--- src/shared/umh_pkg.sv ---
// Constants for the modem handshake and host pin block
// Assumes a 25 MHz system clock and a byte-wide register port
`default_nettype none
package umh_pkg;

  localparam int unsigned ADDR_W        = 3;
  localparam int unsigned DATA_W        = 8;
  localparam int unsigned CLK_PERIOD_NS = 40;

  //////////////////////////////////////////////////////////////////////////////
  // Register offsets
  localparam logic [2:0] OFS_IRQ_EN  = 3'h1;
  localparam logic [2:0] OFS_IRQ_ID  = 3'h2;
  localparam logic [2:0] OFS_MDM_CTL = 3'h4;
  localparam logic [2:0] OFS_MDM_STA = 3'h6;

  //////////////////////////////////////////////////////////////////////////////
  // Field positions
  localparam int unsigned IE_RX_AVAIL_BIT = 0;
  localparam int unsigned IE_TX_EMPTY_BIT = 1;
  localparam int unsigned IE_RX_ERR_BIT   = 2;
  localparam int unsigned IE_MODEM_BIT    = 3;
  localparam int unsigned MC_TERM_BIT     = 0;
  localparam int unsigned MC_USER1_BIT    = 2;
  localparam int unsigned MC_USER2_BIT    = 3;
  localparam int unsigned MC_LOOP_BIT     = 4;
  localparam int unsigned MS_DSR_CHG_BIT  = 1;
  localparam int unsigned MS_CD_CHG_BIT   = 3;
  localparam int unsigned MS_DSR_BIT      = 5;
  localparam int unsigned MS_CD_BIT       = 7;

  //////////////////////////////////////////////////////////////////////////////
  // Writable masks and reset values
  localparam logic [7:0] IRQ_EN_MASK  = 8'h0F;
  localparam logic [7:0] MDM_CTL_MASK = 8'h1D;
  localparam logic [7:0] IRQ_EN_RST   = 8'h00;
  localparam logic [7:0] MDM_CTL_RST  = 8'h00;
  localparam logic [7:0] RDATA_IDLE   = 8'h00;

  //////////////////////////////////////////////////////////////////////////////
  // Receiver clock: 16 edges per bit time
  localparam int unsigned RX_OVERSAMPLE = 16;
  localparam int unsigned RX_DIV_W      = 4;
  localparam logic [3:0]  RX_DIV_LAST   = 4'(RX_OVERSAMPLE - 1);

endpackage
`default_nettype wire

--- src/rtl/umh_status_bit.sv ---
// One modem status input: inverted mirror plus sticky change flag
// Assumes the pin is synchronous to i_clk_sys
`timescale 1ns/1ps
`default_nettype none
module umh_status_bit (
  input  wire logic i_clk_sys,
  input  wire logic i_nrst,
  input  wire logic i_ce,
  input  wire logic i_master_reset,
  input  wire logic i_level_n,
  input  wire logic i_read_clr,
  output logic      o_level,
  output logic      o_changed
);

  logic primed_r;
  logic edge_seen;

  assign edge_seen = primed_r && (i_level_n == o_level);

  ////////////////////////////////////////////////////////////////////////////////
  // Mirror of the pin, complemented
  always_ff @(posedge i_clk_sys or negedge i_nrst) begin
    if (!i_nrst) begin
      o_level  <= 1'b0;
      primed_r <= 1'b0;
    end else if (i_ce) begin
      o_level  <= ~i_level_n;
      primed_r <= ~i_master_reset;
    end
  end

  ////////////////////////////////////////////////////////////////////////////////
  // Change flag; a new change beats the read clear
  always_ff @(posedge i_clk_sys or negedge i_nrst) begin
    if (!i_nrst) begin
      o_changed <= 1'b0;
    end else if (i_ce) begin
      if (i_master_reset) begin
        o_changed <= 1'b0;
      end else if (edge_seen) begin
        o_changed <= 1'b1;
      end else if (i_read_clr) begin
        o_changed <= 1'b0;
      end
    end
  end
endmodule
`default_nettype wire

--- src/rtl/umh_core.sv ---
// Modem handshake, interrupt pin and host read pins of a serial controller
// Assumes all pins synchronous to i_clk_sys; serial path lives elsewhere
//
// Overview of operation
// Modem status bit 7 reads as the inverse of the carrier detect pin.
// Status bit 3 flags a carrier detect change since the last status read.
// Carrier detect never influences receiver timing or operation.
// A carrier detect change raises the interrupt when modem interrupts are enabled.
// Modem status bit 5 reads as the inverse of the set ready pin.
// Status bit 1 flags a set ready change since the last status read.
// A set ready change raises the interrupt when modem interrupts are enabled.
// Driver disable goes low while the host reads from the block.
// Terminal ready pin is low when control bit 0 is one.
// First user output is low when control bit 2 is one.
// Second user output is low when control bit 3 is one.
// Master reset drives terminal ready and both user outputs high.
// Loopback holds terminal ready and both user outputs high.
// Interrupt pin is high while any enabled interrupt source is active.
// Interrupt pin drops once serviced, or on master reset.
// Master reset clears control logic and registers, not data or divisor.
// Receiver timing is taken from the 16x receiver clock input.
// Either read strobe polarity returns register data while selected.
// Host ties the unused read strobe inactive.
// Host selects with a, b high and c low; strobe latches it.
// Reading modem status clears both change flags.
//
// Implementation choices: the register addresses and the strobed register port.
`timescale 1ns/1ps
`default_nettype none
module umh_core (
  input  wire logic        i_clk_sys,
  input  wire logic        i_nrst,
  input  wire logic        i_ce,
  input  wire logic        i_master_reset,
  input  wire logic [2:0]  i_addr,
  input  wire logic [7:0]  i_wdata,
  input  wire logic        i_wr,
  input  wire logic        i_rd,
  input  wire logic        i_rd_n,
  input  wire logic        i_select_a,
  input  wire logic        i_select_b,
  input  wire logic        i_select_c_n,
  input  wire logic        i_addr_strobe_n,
  input  wire logic        i_carrier_detect_n,
  input  wire logic        i_set_ready_n,
  input  wire logic        i_rclk,
  input  wire logic        i_rx_error,
  input  wire logic        i_rx_avail,
  input  wire logic        i_tx_empty,
  output logic [7:0]       o_rdata,
  output logic             o_driver_disable_n,
  output logic             o_irq_out,
  output logic             o_terminal_ready_n,
  output logic             o_user_out1_n,
  output logic             o_user_out2_n,
  output logic             o_rx_sample_tick
);

  ////////////////////////////////////////////////////////////////////////////////
  // Address decode
  function automatic logic f_hit(input logic [2:0] addr, input logic [2:0] ofs);
    f_hit = (addr == ofs);
  endfunction

  logic       sel_latched_r;
  logic       sel_live;
  logic       selected;
  logic       rd_req;
  logic       wr_req;
  logic       rd_msr;
  logic [7:0] irq_enable_reg_r;
  logic [7:0] mdm_ctl_r;
  logic       carrier_level;
  logic       carrier_chg;
  logic       dsr_level;
  logic       dsr_chg;
  logic       modem_pend;
  logic       any_pend;
  logic [7:0] msr_view;
  logic [7:0] iid_view;
  logic [7:0] rdata_nxt;
  logic       rclk_q_r;
  logic       rclk_rise;
  logic [3:0] rx_div_r;

  ////////////////////////////////////////////////////////////////////////////////
  // Chip select and strobes
  assign sel_live = i_select_a && i_select_b && !i_select_c_n;

  always_ff @(posedge i_clk_sys or negedge i_nrst) begin
    if (!i_nrst) begin
      sel_latched_r <= 1'b0;
    end else if (i_ce && !i_addr_strobe_n) begin
      sel_latched_r <= sel_live;
    end
  end

  assign selected = i_addr_strobe_n ? sel_latched_r : sel_live;
  assign rd_req   = selected && (i_rd || !i_rd_n);
  assign wr_req   = selected && i_wr;
  assign rd_msr   = rd_req && f_hit(i_addr, umh_pkg::OFS_MDM_STA);

  ////////////////////////////////////////////////////////////////////////////////
  // Interrupt enable register
  always_ff @(posedge i_clk_sys or negedge i_nrst) begin
    if (!i_nrst) begin
      irq_enable_reg_r <= umh_pkg::IRQ_EN_RST;
    end else if (i_ce) begin
      if (i_master_reset) begin
        irq_enable_reg_r <= umh_pkg::IRQ_EN_RST;
      end else if (wr_req && f_hit(i_addr, umh_pkg::OFS_IRQ_EN)) begin
        irq_enable_reg_r <= i_wdata & umh_pkg::IRQ_EN_MASK;
      end
    end
  end

  ////////////////////////////////////////////////////////////////////////////////
  // Modem control register
  always_ff @(posedge i_clk_sys or negedge i_nrst) begin
    if (!i_nrst) begin
      mdm_ctl_r <= umh_pkg::MDM_CTL_RST;
    end else if (i_ce) begin
      if (i_master_reset) begin
        mdm_ctl_r <= umh_pkg::MDM_CTL_RST;
      end else if (wr_req && f_hit(i_addr, umh_pkg::OFS_MDM_CTL)) begin
        mdm_ctl_r <= i_wdata & umh_pkg::MDM_CTL_MASK;
      end
    end
  end

  ////////////////////////////////////////////////////////////////////////////////
  // Modem status inputs
  umh_status_bit u_carrier (
    .i_clk_sys      (i_clk_sys),
    .i_nrst         (i_nrst),
    .i_ce           (i_ce),
    .i_master_reset (i_master_reset),
    .i_level_n      (i_carrier_detect_n),
    .i_read_clr     (rd_msr),
    .o_level        (carrier_level),
    .o_changed      (carrier_chg)
  );

  umh_status_bit u_dsr (
    .i_clk_sys      (i_clk_sys),
    .i_nrst         (i_nrst),
    .i_ce           (i_ce),
    .i_master_reset (i_master_reset),
    .i_level_n      (i_set_ready_n),
    .i_read_clr     (rd_msr),
    .o_level        (dsr_level),
    .o_changed      (dsr_chg)
  );

  always_comb begin
    msr_view                            = 8'h00;
    msr_view[umh_pkg::MS_CD_BIT]        = carrier_level;
    msr_view[umh_pkg::MS_CD_CHG_BIT]    = carrier_chg;
    msr_view[umh_pkg::MS_DSR_BIT]       = dsr_level;
    msr_view[umh_pkg::MS_DSR_CHG_BIT]   = dsr_chg;
  end

  ////////////////////////////////////////////////////////////////////////////////
  // Interrupt sources
  assign modem_pend = irq_enable_reg_r[umh_pkg::IE_MODEM_BIT] && (carrier_chg || dsr_chg);
  assign any_pend   = modem_pend
                   || (irq_enable_reg_r[umh_pkg::IE_RX_AVAIL_BIT] && i_rx_avail)
                   || (irq_enable_reg_r[umh_pkg::IE_TX_EMPTY_BIT] && i_tx_empty)
                   || (irq_enable_reg_r[umh_pkg::IE_RX_ERR_BIT] && i_rx_error);

  always_comb begin
    iid_view                           = 8'h00;
    iid_view[umh_pkg::IE_RX_AVAIL_BIT] = i_rx_avail;
    iid_view[umh_pkg::IE_TX_EMPTY_BIT] = i_tx_empty;
    iid_view[umh_pkg::IE_RX_ERR_BIT]   = i_rx_error;
    iid_view[umh_pkg::IE_MODEM_BIT]    = carrier_chg || dsr_chg;
  end

  always_ff @(posedge i_clk_sys or negedge i_nrst) begin
    if (!i_nrst) begin
      o_irq_out <= 1'b0;
    end else if (i_ce) begin
      if (i_master_reset) begin
        o_irq_out <= 1'b0;
      end else begin
        o_irq_out <= any_pend;
      end
    end
  end

  ////////////////////////////////////////////////////////////////////////////////
  // Read path
  always_comb begin
    rdata_nxt = umh_pkg::RDATA_IDLE;
    if (rd_req) begin
      case (i_addr)
        umh_pkg::OFS_IRQ_EN:  rdata_nxt = irq_enable_reg_r;
        umh_pkg::OFS_IRQ_ID:  rdata_nxt = iid_view;
        umh_pkg::OFS_MDM_CTL: rdata_nxt = mdm_ctl_r;
        umh_pkg::OFS_MDM_STA: rdata_nxt = msr_view;
        default:              rdata_nxt = umh_pkg::RDATA_IDLE;
      endcase
    end
  end

  always_ff @(posedge i_clk_sys or negedge i_nrst) begin
    if (!i_nrst) begin
      o_rdata <= umh_pkg::RDATA_IDLE;
    end else if (i_ce) begin
      o_rdata <= rdata_nxt;
    end
  end

  always_ff @(posedge i_clk_sys or negedge i_nrst) begin
    if (!i_nrst) begin
      o_driver_disable_n <= 1'b1;
    end else if (i_ce) begin
      o_driver_disable_n <= !rd_req;
    end
  end

  ////////////////////////////////////////////////////////////////////////////////
  // Modem control pins
  always_ff @(posedge i_clk_sys or negedge i_nrst) begin
    if (!i_nrst) begin
      o_terminal_ready_n <= 1'b1;
      o_user_out1_n      <= 1'b1;
      o_user_out2_n      <= 1'b1;
    end else if (i_ce) begin
      if (i_master_reset || mdm_ctl_r[umh_pkg::MC_LOOP_BIT]) begin
        o_terminal_ready_n <= 1'b1;
        o_user_out1_n      <= 1'b1;
        o_user_out2_n      <= 1'b1;
      end else begin
        o_terminal_ready_n <= !mdm_ctl_r[umh_pkg::MC_TERM_BIT];
        o_user_out1_n      <= !mdm_ctl_r[umh_pkg::MC_USER1_BIT];
        o_user_out2_n      <= !mdm_ctl_r[umh_pkg::MC_USER2_BIT];
      end
    end
  end

  ////////////////////////////////////////////////////////////////////////////////
  // Receiver timing from its own clock input only
  assign rclk_rise = i_rclk && !rclk_q_r;

  always_ff @(posedge i_clk_sys or negedge i_nrst) begin
    if (!i_nrst) begin
      rclk_q_r <= 1'b0;
    end else if (i_ce) begin
      rclk_q_r <= i_rclk;
    end
  end

  always_ff @(posedge i_clk_sys or negedge i_nrst) begin
    if (!i_nrst) begin
      rx_div_r         <= '0;
      o_rx_sample_tick <= 1'b0;
    end else if (i_ce) begin
      if (i_master_reset) begin
        rx_div_r         <= '0;
        o_rx_sample_tick <= 1'b0;
      end else begin
        o_rx_sample_tick <= rclk_rise && (rx_div_r == umh_pkg::RX_DIV_LAST);
        if (rclk_rise) begin
          rx_div_r <= rx_div_r + 4'h1;
        end
      end
    end
  end
endmodule
`default_nettype wire

--- config.mk ---
export PLATFORM = sky130hd
export DESIGN_NAME = umh_core
export DESIGN_NICKNAME = d
export VERILOG_FILES = /design/src/shared/umh_pkg.sv /design/src/rtl/umh_status_bit.sv /design/src/rtl/umh_core.sv
export SDC_FILE = /design/constraint.sdc
export NUM_CORES = 1
export LEC_CHECK = 0
export ABC_AREA = 1
export BUFFER_PORTS_ARGS = -buffer_cell sky130_fd_sc_hd__buf_2
export CAP_MARGIN = 40
export CORE_MARGIN = 2
export CORE_UTILIZATION = 40
export DETAILED_ROUTE_END_ITERATION = 10
export GPL_ROUTABILITY_DRIVEN = 0
export MAX_ROUTING_LAYER = met4
export PLACE_DENSITY = 0.6
export SLEW_MARGIN = 10
export SYNTH_ARGS = -nofsm -noshare
export SYNTH_HDL_FRONTEND = slang
export SYNTH_HIERARCHICAL = 1
export SYNTH_SLANG_ARGS = --single-unit
--- constraint.sdc ---
create_clock -name i_clk_sys -period 1.36 [get_ports i_clk_sys]
set_input_delay 0.068 -clock i_clk_sys [delete_from_list [all_inputs] [get_ports i_clk_sys]]
set_output_delay 0.068 -clock i_clk_sys [all_outputs]
set_load 0.01 [all_outputs]
After elaboration in Yosys (flattened, before gate mapping)

Cells that the tools add are included.

Flip-flop bits (word level): 41
Bits in latches: 0
Bits in writable memories: 0
Memory bits (read-only): 0
Input bits: 28
Word-level logic and storage cells: 87
Memories kept: 0

Add/subtract/negate cells: 1
Multipliers: 0
Divide/modulo/power cells: 0
Order comparisons: 0
Eq/ne operators: 7
Shift-type cells: 0
Multiplexer cells: 19
Bitwise logic cells: 3
Reductions and logical operators: 40

Operators by type and width:

| cell                                                                   | number |
|---|---|
| 8-bit two-way mux                                                      | 5 |
| 8-bit one-hot mux with 4 select lines                                  | 1 |
| 1-bit logical AND                                                      | 16 |
| 1-bit two-way mux                                                      | 11 |
| 2-bit AND reduction                                                    | 5 |
| 1-bit zero test                                                        | 8 |
| 4-bit two-way mux                                                      | 2 |
| 3-bit equality test (second input constant)                            | 2 |
| 1-bit logical OR                                                       | 6 |
| 2-bit nonzero test                                                     | 3 |
| 3-bit nonzero test                                                     | 2 |
| 4-bit by 1-bit adder with 4-bit output (second input constant)         | 1 |
| 4-bit equality test (second input constant)                            | 1 |
| 3-bit by 1-bit equality test with 1-bit output (second input constant) | 1 |
| 3-bit by 2-bit equality test with 1-bit output (second input constant) | 1 |
| 1-bit inverter                                                         | 3 |
| 1-bit equality test                                                    | 2 |

Longest topological paths before layout

Depth after elaboration: 8
Gate-level depth with buffers: 10

Hierarchy

Netlist, hierarchy kept.

Modules (own cells, without submodules):

| module         | instances | cells an instance | area each (um^2) | seq. area each (um^2) |
|---|---|---|---|---|
| umh_core       | 1         | 176               | 1433.9           | 680.7 |
| umh_status_bit | 2         | 20                | 145.1            | 75.1 |

Least setup slack after synthesis

OpenSTA, ideal clock, no wires.

Kind: reg2reg
From: reg sel_latched_r
To: reg u_dsr.o_changed
Library setup time: 0.117 ns
Arrival time: 1.050 ns
Required time: 1.243 ns
Slack: 0.193 ns
Stages on the path, launching flop included: 10
Period minus slack after synthesis: 1.167 ns
Cells stage by stage: dfrtp_1 > inv_1 > nand2_1 > nand2_2 > nor4_1 > nor2_1 > nand2_1 > nand2_1 > nand2_1 > nand2_1

Cells in the longest elaborated chain, start to end: 5

Ends and longest elaborated chain:

| what                                 | RTL line             | RTL |
|---|---|---|
| start: declaration                   | umh_core.sv:65       | `logic sel_latched_r;` |
| start signal: assignment             | umh_core.sv:94       | `sel_latched_r <= sel_live;` |
| 1-bit two-way mux                    | umh_core.sv:98       | `assign selected = i_addr_strobe_n ? sel_latched_r : sel_live;` |
| 1-bit logical AND                    | umh_core.sv:99       | `assign rd_req = selected && (i_rd \|\| !i_rd_n);` |
| 1-bit logical AND                    | umh_core.sv:101      | `assign rd_msr = rd_req && f_hit(i_addr, umh_pkg::OFS_MDM_STA);` |
| via rd_msr                           | umh_core.sv:70       | `logic rd_msr;` |
| 3-bit nonzero test (no source line)  | -                    |  |
| 2-bit AND reduction (no source line) | -                    |  |
| end signal: assignment               | umh_status_bit.sv:40 | `o_changed <= 1'b0;` |
| end signal: assignment               | umh_status_bit.sv:42 | `o_changed <= 1'b1;` |
| end signal: assignment               | umh_status_bit.sv:44 | `o_changed <= 1'b0;` |
| end: declaration                     | umh_status_bit.sv:13 | `output logic o_changed` |

The timed path passes the listed nets, and every way through them passes these cells.
A chain may end at the register's enable or synchronous reset.

Worst setup path after layout

From: reg sel_latched_r
To: reg u_carrier.o_changed

Cells in the longest elaborated chain, start to end: 5

Ends and longest elaborated chain:

| what                                 | RTL line |
|---|---|
| 1-bit two-way mux                    | umh_core.sv:98 |
| 1-bit logical AND                    | umh_core.sv:99 |
| 1-bit logical AND                    | umh_core.sv:101 |
| via rd_msr                           | umh_core.sv:70 |
| 3-bit nonzero test (no source line)  | - |
| 2-bit AND reduction (no source line) | - |
| end signal: assignment               | umh_status_bit.sv:40 |
| end signal: assignment               | umh_status_bit.sv:42 |
| end signal: assignment               | umh_status_bit.sv:44 |
| end: declaration                     | umh_status_bit.sv:13 |

The timed path passes the listed nets, and every way through them passes these cells.

==> flow_metrics.env <==
export IMPL_status="finished clean"
export IMPL_pre_cts_ws_ns=0.155
export IMPL_crit_type="reg -> reg"
export IMPL_synth_avg_cell_area_um2=7.98
export IMPL_io_buffer_count=37
export IMPL_routedWlPerCell_um=11.9
export IMPL_crit_chain="inv_1 > nand2_1 > nand2_2 > nor4_2 > nor2_1 > nand2_1 > nand2_1 > nand2_1 > nand2_1"
export IMPL_slowest_stage="dfrtp_1"
export IMPL_boundaryPins=42
export IMPL_cp_required_ns=1.54
export IMPL_final_common_cell="nand2_1"
export IMPL_synth_cells=216
export IMPL_max_stage_delay_ns=0.34
export IMPL_seq_area_frac_synth_pct=48.2
export IMPL_drv_slew=0
export IMPL_syn_nets=245
export IMPL_highest_layer="met4"
export IMPL_h_tree_depth=2
export IMPL_hold_viol=0
export IMPL_swShare_pct=28.5
export IMPL_die_w_um=69.7
export IMPL_wl_met3_um=214
export IMPL_cap_violations=0
export IMPL_cts_sink_count=33
export IMPL_whs_ns=0.00943
export IMPL_cts_buffers=5
export IMPL_ant_nets=0
export IMPL_area_growth_syn_to_layout_pct=21.1
export IMPL_clock_skew_ns=0.00498
export IMPL_arrival_ns=1.32
export IMPL_cts_tree="yes"
export IMPL_ys_ff_latch=33
export IMPL_wl_met1_mm=1.85
export IMPL_met2WireLength_mm=1.62
export IMPL_worst_path_buf_inv=1
export IMPL_rsz0062_at_grt="no"
export IMPL_fin_nets=291
export IMPL_worst_slack_ns=0.221
export IMPL_grt_pass1_vias=1451
export IMPL_clk_pin_slew_ns=0.06
export IMPL_hold_class="in -> reg"
export IMPL_ctsLongestPathBuffers=2
export IMPL_root_buffer="clkbuf_8"
export IMPL_grt_max_degree=34
export IMPL_antenna_found_initial=0
export IMPL_tns_ns=0
export IMPL_dieArea_um2=4850
export IMPL_fp_coreArea_um2=4090
export IMPL_period_minus_slack_ns=1.14
export IMPL_fmax_ghz=0.878
export IMPL_cpMostUsedCell="nand2_1"
export IMPL_netlist_area_um2=1720
export IMPL_clk_latency_ns=0.29
export IMPL_row_count=23
export IMPL_start_util_pct=42.2
export IMPL_grt_overflow_total=0
export IMPL_cp_startpoint="sel_latched_r$_DFFE_PN0P_"
export IMPL_crit_family="simple AND/OR/NAND/NOR gates"
export IMPL_seqPwrFrac_pct=51.9
export IMPL_vias=1502
export IMPL_setup_viol=0
export IMPL_die_h_um=69.7
export IMPL_final_cell_mix="nand2_1, buf_2, dfrtp_1"
export IMPL_drtIter0Drc=84
export IMPL_diodes=0
export IMPL_grt_usage_pct=17.5
export IMPL_regToRegStartpoint="sel_latched_r$_DFFE_PN0P_"
export IMPL_drive_gt1_share_pct=28.1
export IMPL_start_kind="flop"
export IMPL_p_leak_uw=0.00110
export IMPL_min_period_over_period_pct=83.7
export IMPL_grt_pass1_wl_mm=6.57
export IMPL_p_sw_uw=616
export IMPL_nFillCells=403
export IMPL_clkPwrFrac_pct=32.7
export IMPL_drcViolationCount=0
export IMPL_wl_mm=3.73
export IMPL_endpoint_kind="flop"
export IMPL_post_cts_buffers=0
export IMPL_intPower_uw=1540
export IMPL_vias_per_cell=4.80
export IMPL_ys_types=29
export IMPL_cp_max_fo=2
export IMPL_drt_first_pass_iters=4
export IMPL_yosys_warnings=6
export IMPL_p_per_area_nw_per_um2=1030
export IMPL_dp_hpwl_mm=2.78
export IMPL_combPwrFrac_pct=15.4
export IMPL_min_from="i_carrier_detect_n"
export IMPL_ir_worst_vdd_uv=453
==> cell type report <==
class	instances	area, um^2	area share (%)
sequential	33	831	39.8
multi-input combinational	153	771	36.9
timing repair buffer	44	245	11.7
inverter	25	96.3	4.61
clock buffer	6	72.6	3.48
tap	50	62.6	3.00
clock inverter	2	10.0	0.479
==> path summary, 6_finish.rpt <==
check	endpoint	slack, ns	cells after the start
max in group asynchronous	o_driver_disable_n$_DFFE_PN1P_	0.69	3
min in group asynchronous	mdm_ctl_r[4]$_DFFE_PN0P_	0.34	3
min	u_carrier/o_level$_DFFE_PN0P_	0.009	2
min reg2reg	o_terminal_ready_n$_DFFE_PN1P_	0.46	1
max	u_carrier/o_changed$_DFFE_PN0P_	0.22	9
max reg2reg	u_carrier/o_changed$_DFFE_PN0P_	0.22	9
==> layer usage <==
metal / vias to the layer above / track usage (%)
li1: 791 / -
met1: 668 / 22.9
met2: 36 / 26.1
met3: 7 / 5.38
met4: 0 / 5.77
met5: - / -
==> cell families (layout without fill, tap and decap cells) <==
logic type / Yosys count / after routing / share of synthesized area [%]
buffers and inverters: 30 / 77 / 7.47
and+or+nand+nor: 126 / 126 / 34.5
DFF: 33 / 33 / 48.2
adders and majority gates: 1 / 1 / 0.726
other: 1 / 1 / 0.217
AOI/OAI and AO/OA: 25 / 25 / 8.93
==> sequential cells by signal, summed over array words and instances (netlist names) <==
| register | cells |
|---|---|
| u_dsr/o_changed | 1 |
| o_rdata | 7 |
| rclk_q_r | 1 |
| o_user_out2_n | 1 |
| u_dsr/o_level | 1 |
| rx_div_r | 4 |
| u_carrier/o_changed | 1 |
| o_driver_disable_n | 1 |
| u_dsr/primed_r | 1 |
| o_rx_sample_tick | 1 |
| u_carrier/primed_r | 1 |
| o_user_out1_n | 1 |
| mdm_ctl_r | 4 |
| o_irq_out | 1 |
| sel_latched_r | 1 |
| u_carrier/o_level | 1 |
| irq_enable_reg_r | 4 |
| o_terminal_ready_n | 1 |
==> Yosys cell counts (all sizes together) <==
cell type   n  share of area [%]
nand2      78                 18
o21ai      12                3.5
a21oi       4                1.2
nor2       20                7.2
a32o        1               0.58
a31oi       4                1.5
ha          1               0.73
o41ai       1               0.94
inv        24                5.4
dfrtp      29                 42
o21a        2               0.87
dfstp       4                6.1
nor3        4                1.2
a211oi      1               0.44
nand3      18                5.2
nand4       5                2.5
nor4        1               0.36
conb        1               0.22
buf         5                1.9
clkinv      1               0.22
==> metrics by stage <==
step	total power [uW]	area [um^2]	instances	util, %
final	2160	2090	313	51.1
after global routing	2300	2090	313	51.1
after CTS	2200	2080	313	50.9
after detailed placement	1470	1970	302	48.2
after global placement	1460	1970	302	48.2
after floorplan	1330	1720	216	-
==> power groups by stage <==
stage / Combinational (uW) / Sequential, uW / Clock [uW]
3_3_place_gp: 324 / 1140 / 0
6_report: 333 / 1120 / 707
4_1_cts: 338 / 1120 / 739
2_1_floorplan: 199 / 1130 / 0
3_5_place_dp: 331 / 1140 / 0
5_1_grt: 382 / 1130 / 788
==> repair_timing <==
item | 4_1_cts | 5_1_grt
endpoints found under the setup margin | 0 | 2
hold buffers | 3 | 0
endpoints found under the hold margin | 31 | 0
resized for setup | 0 | 1
No activity file was read; power rests on OpenSTA's default activity.
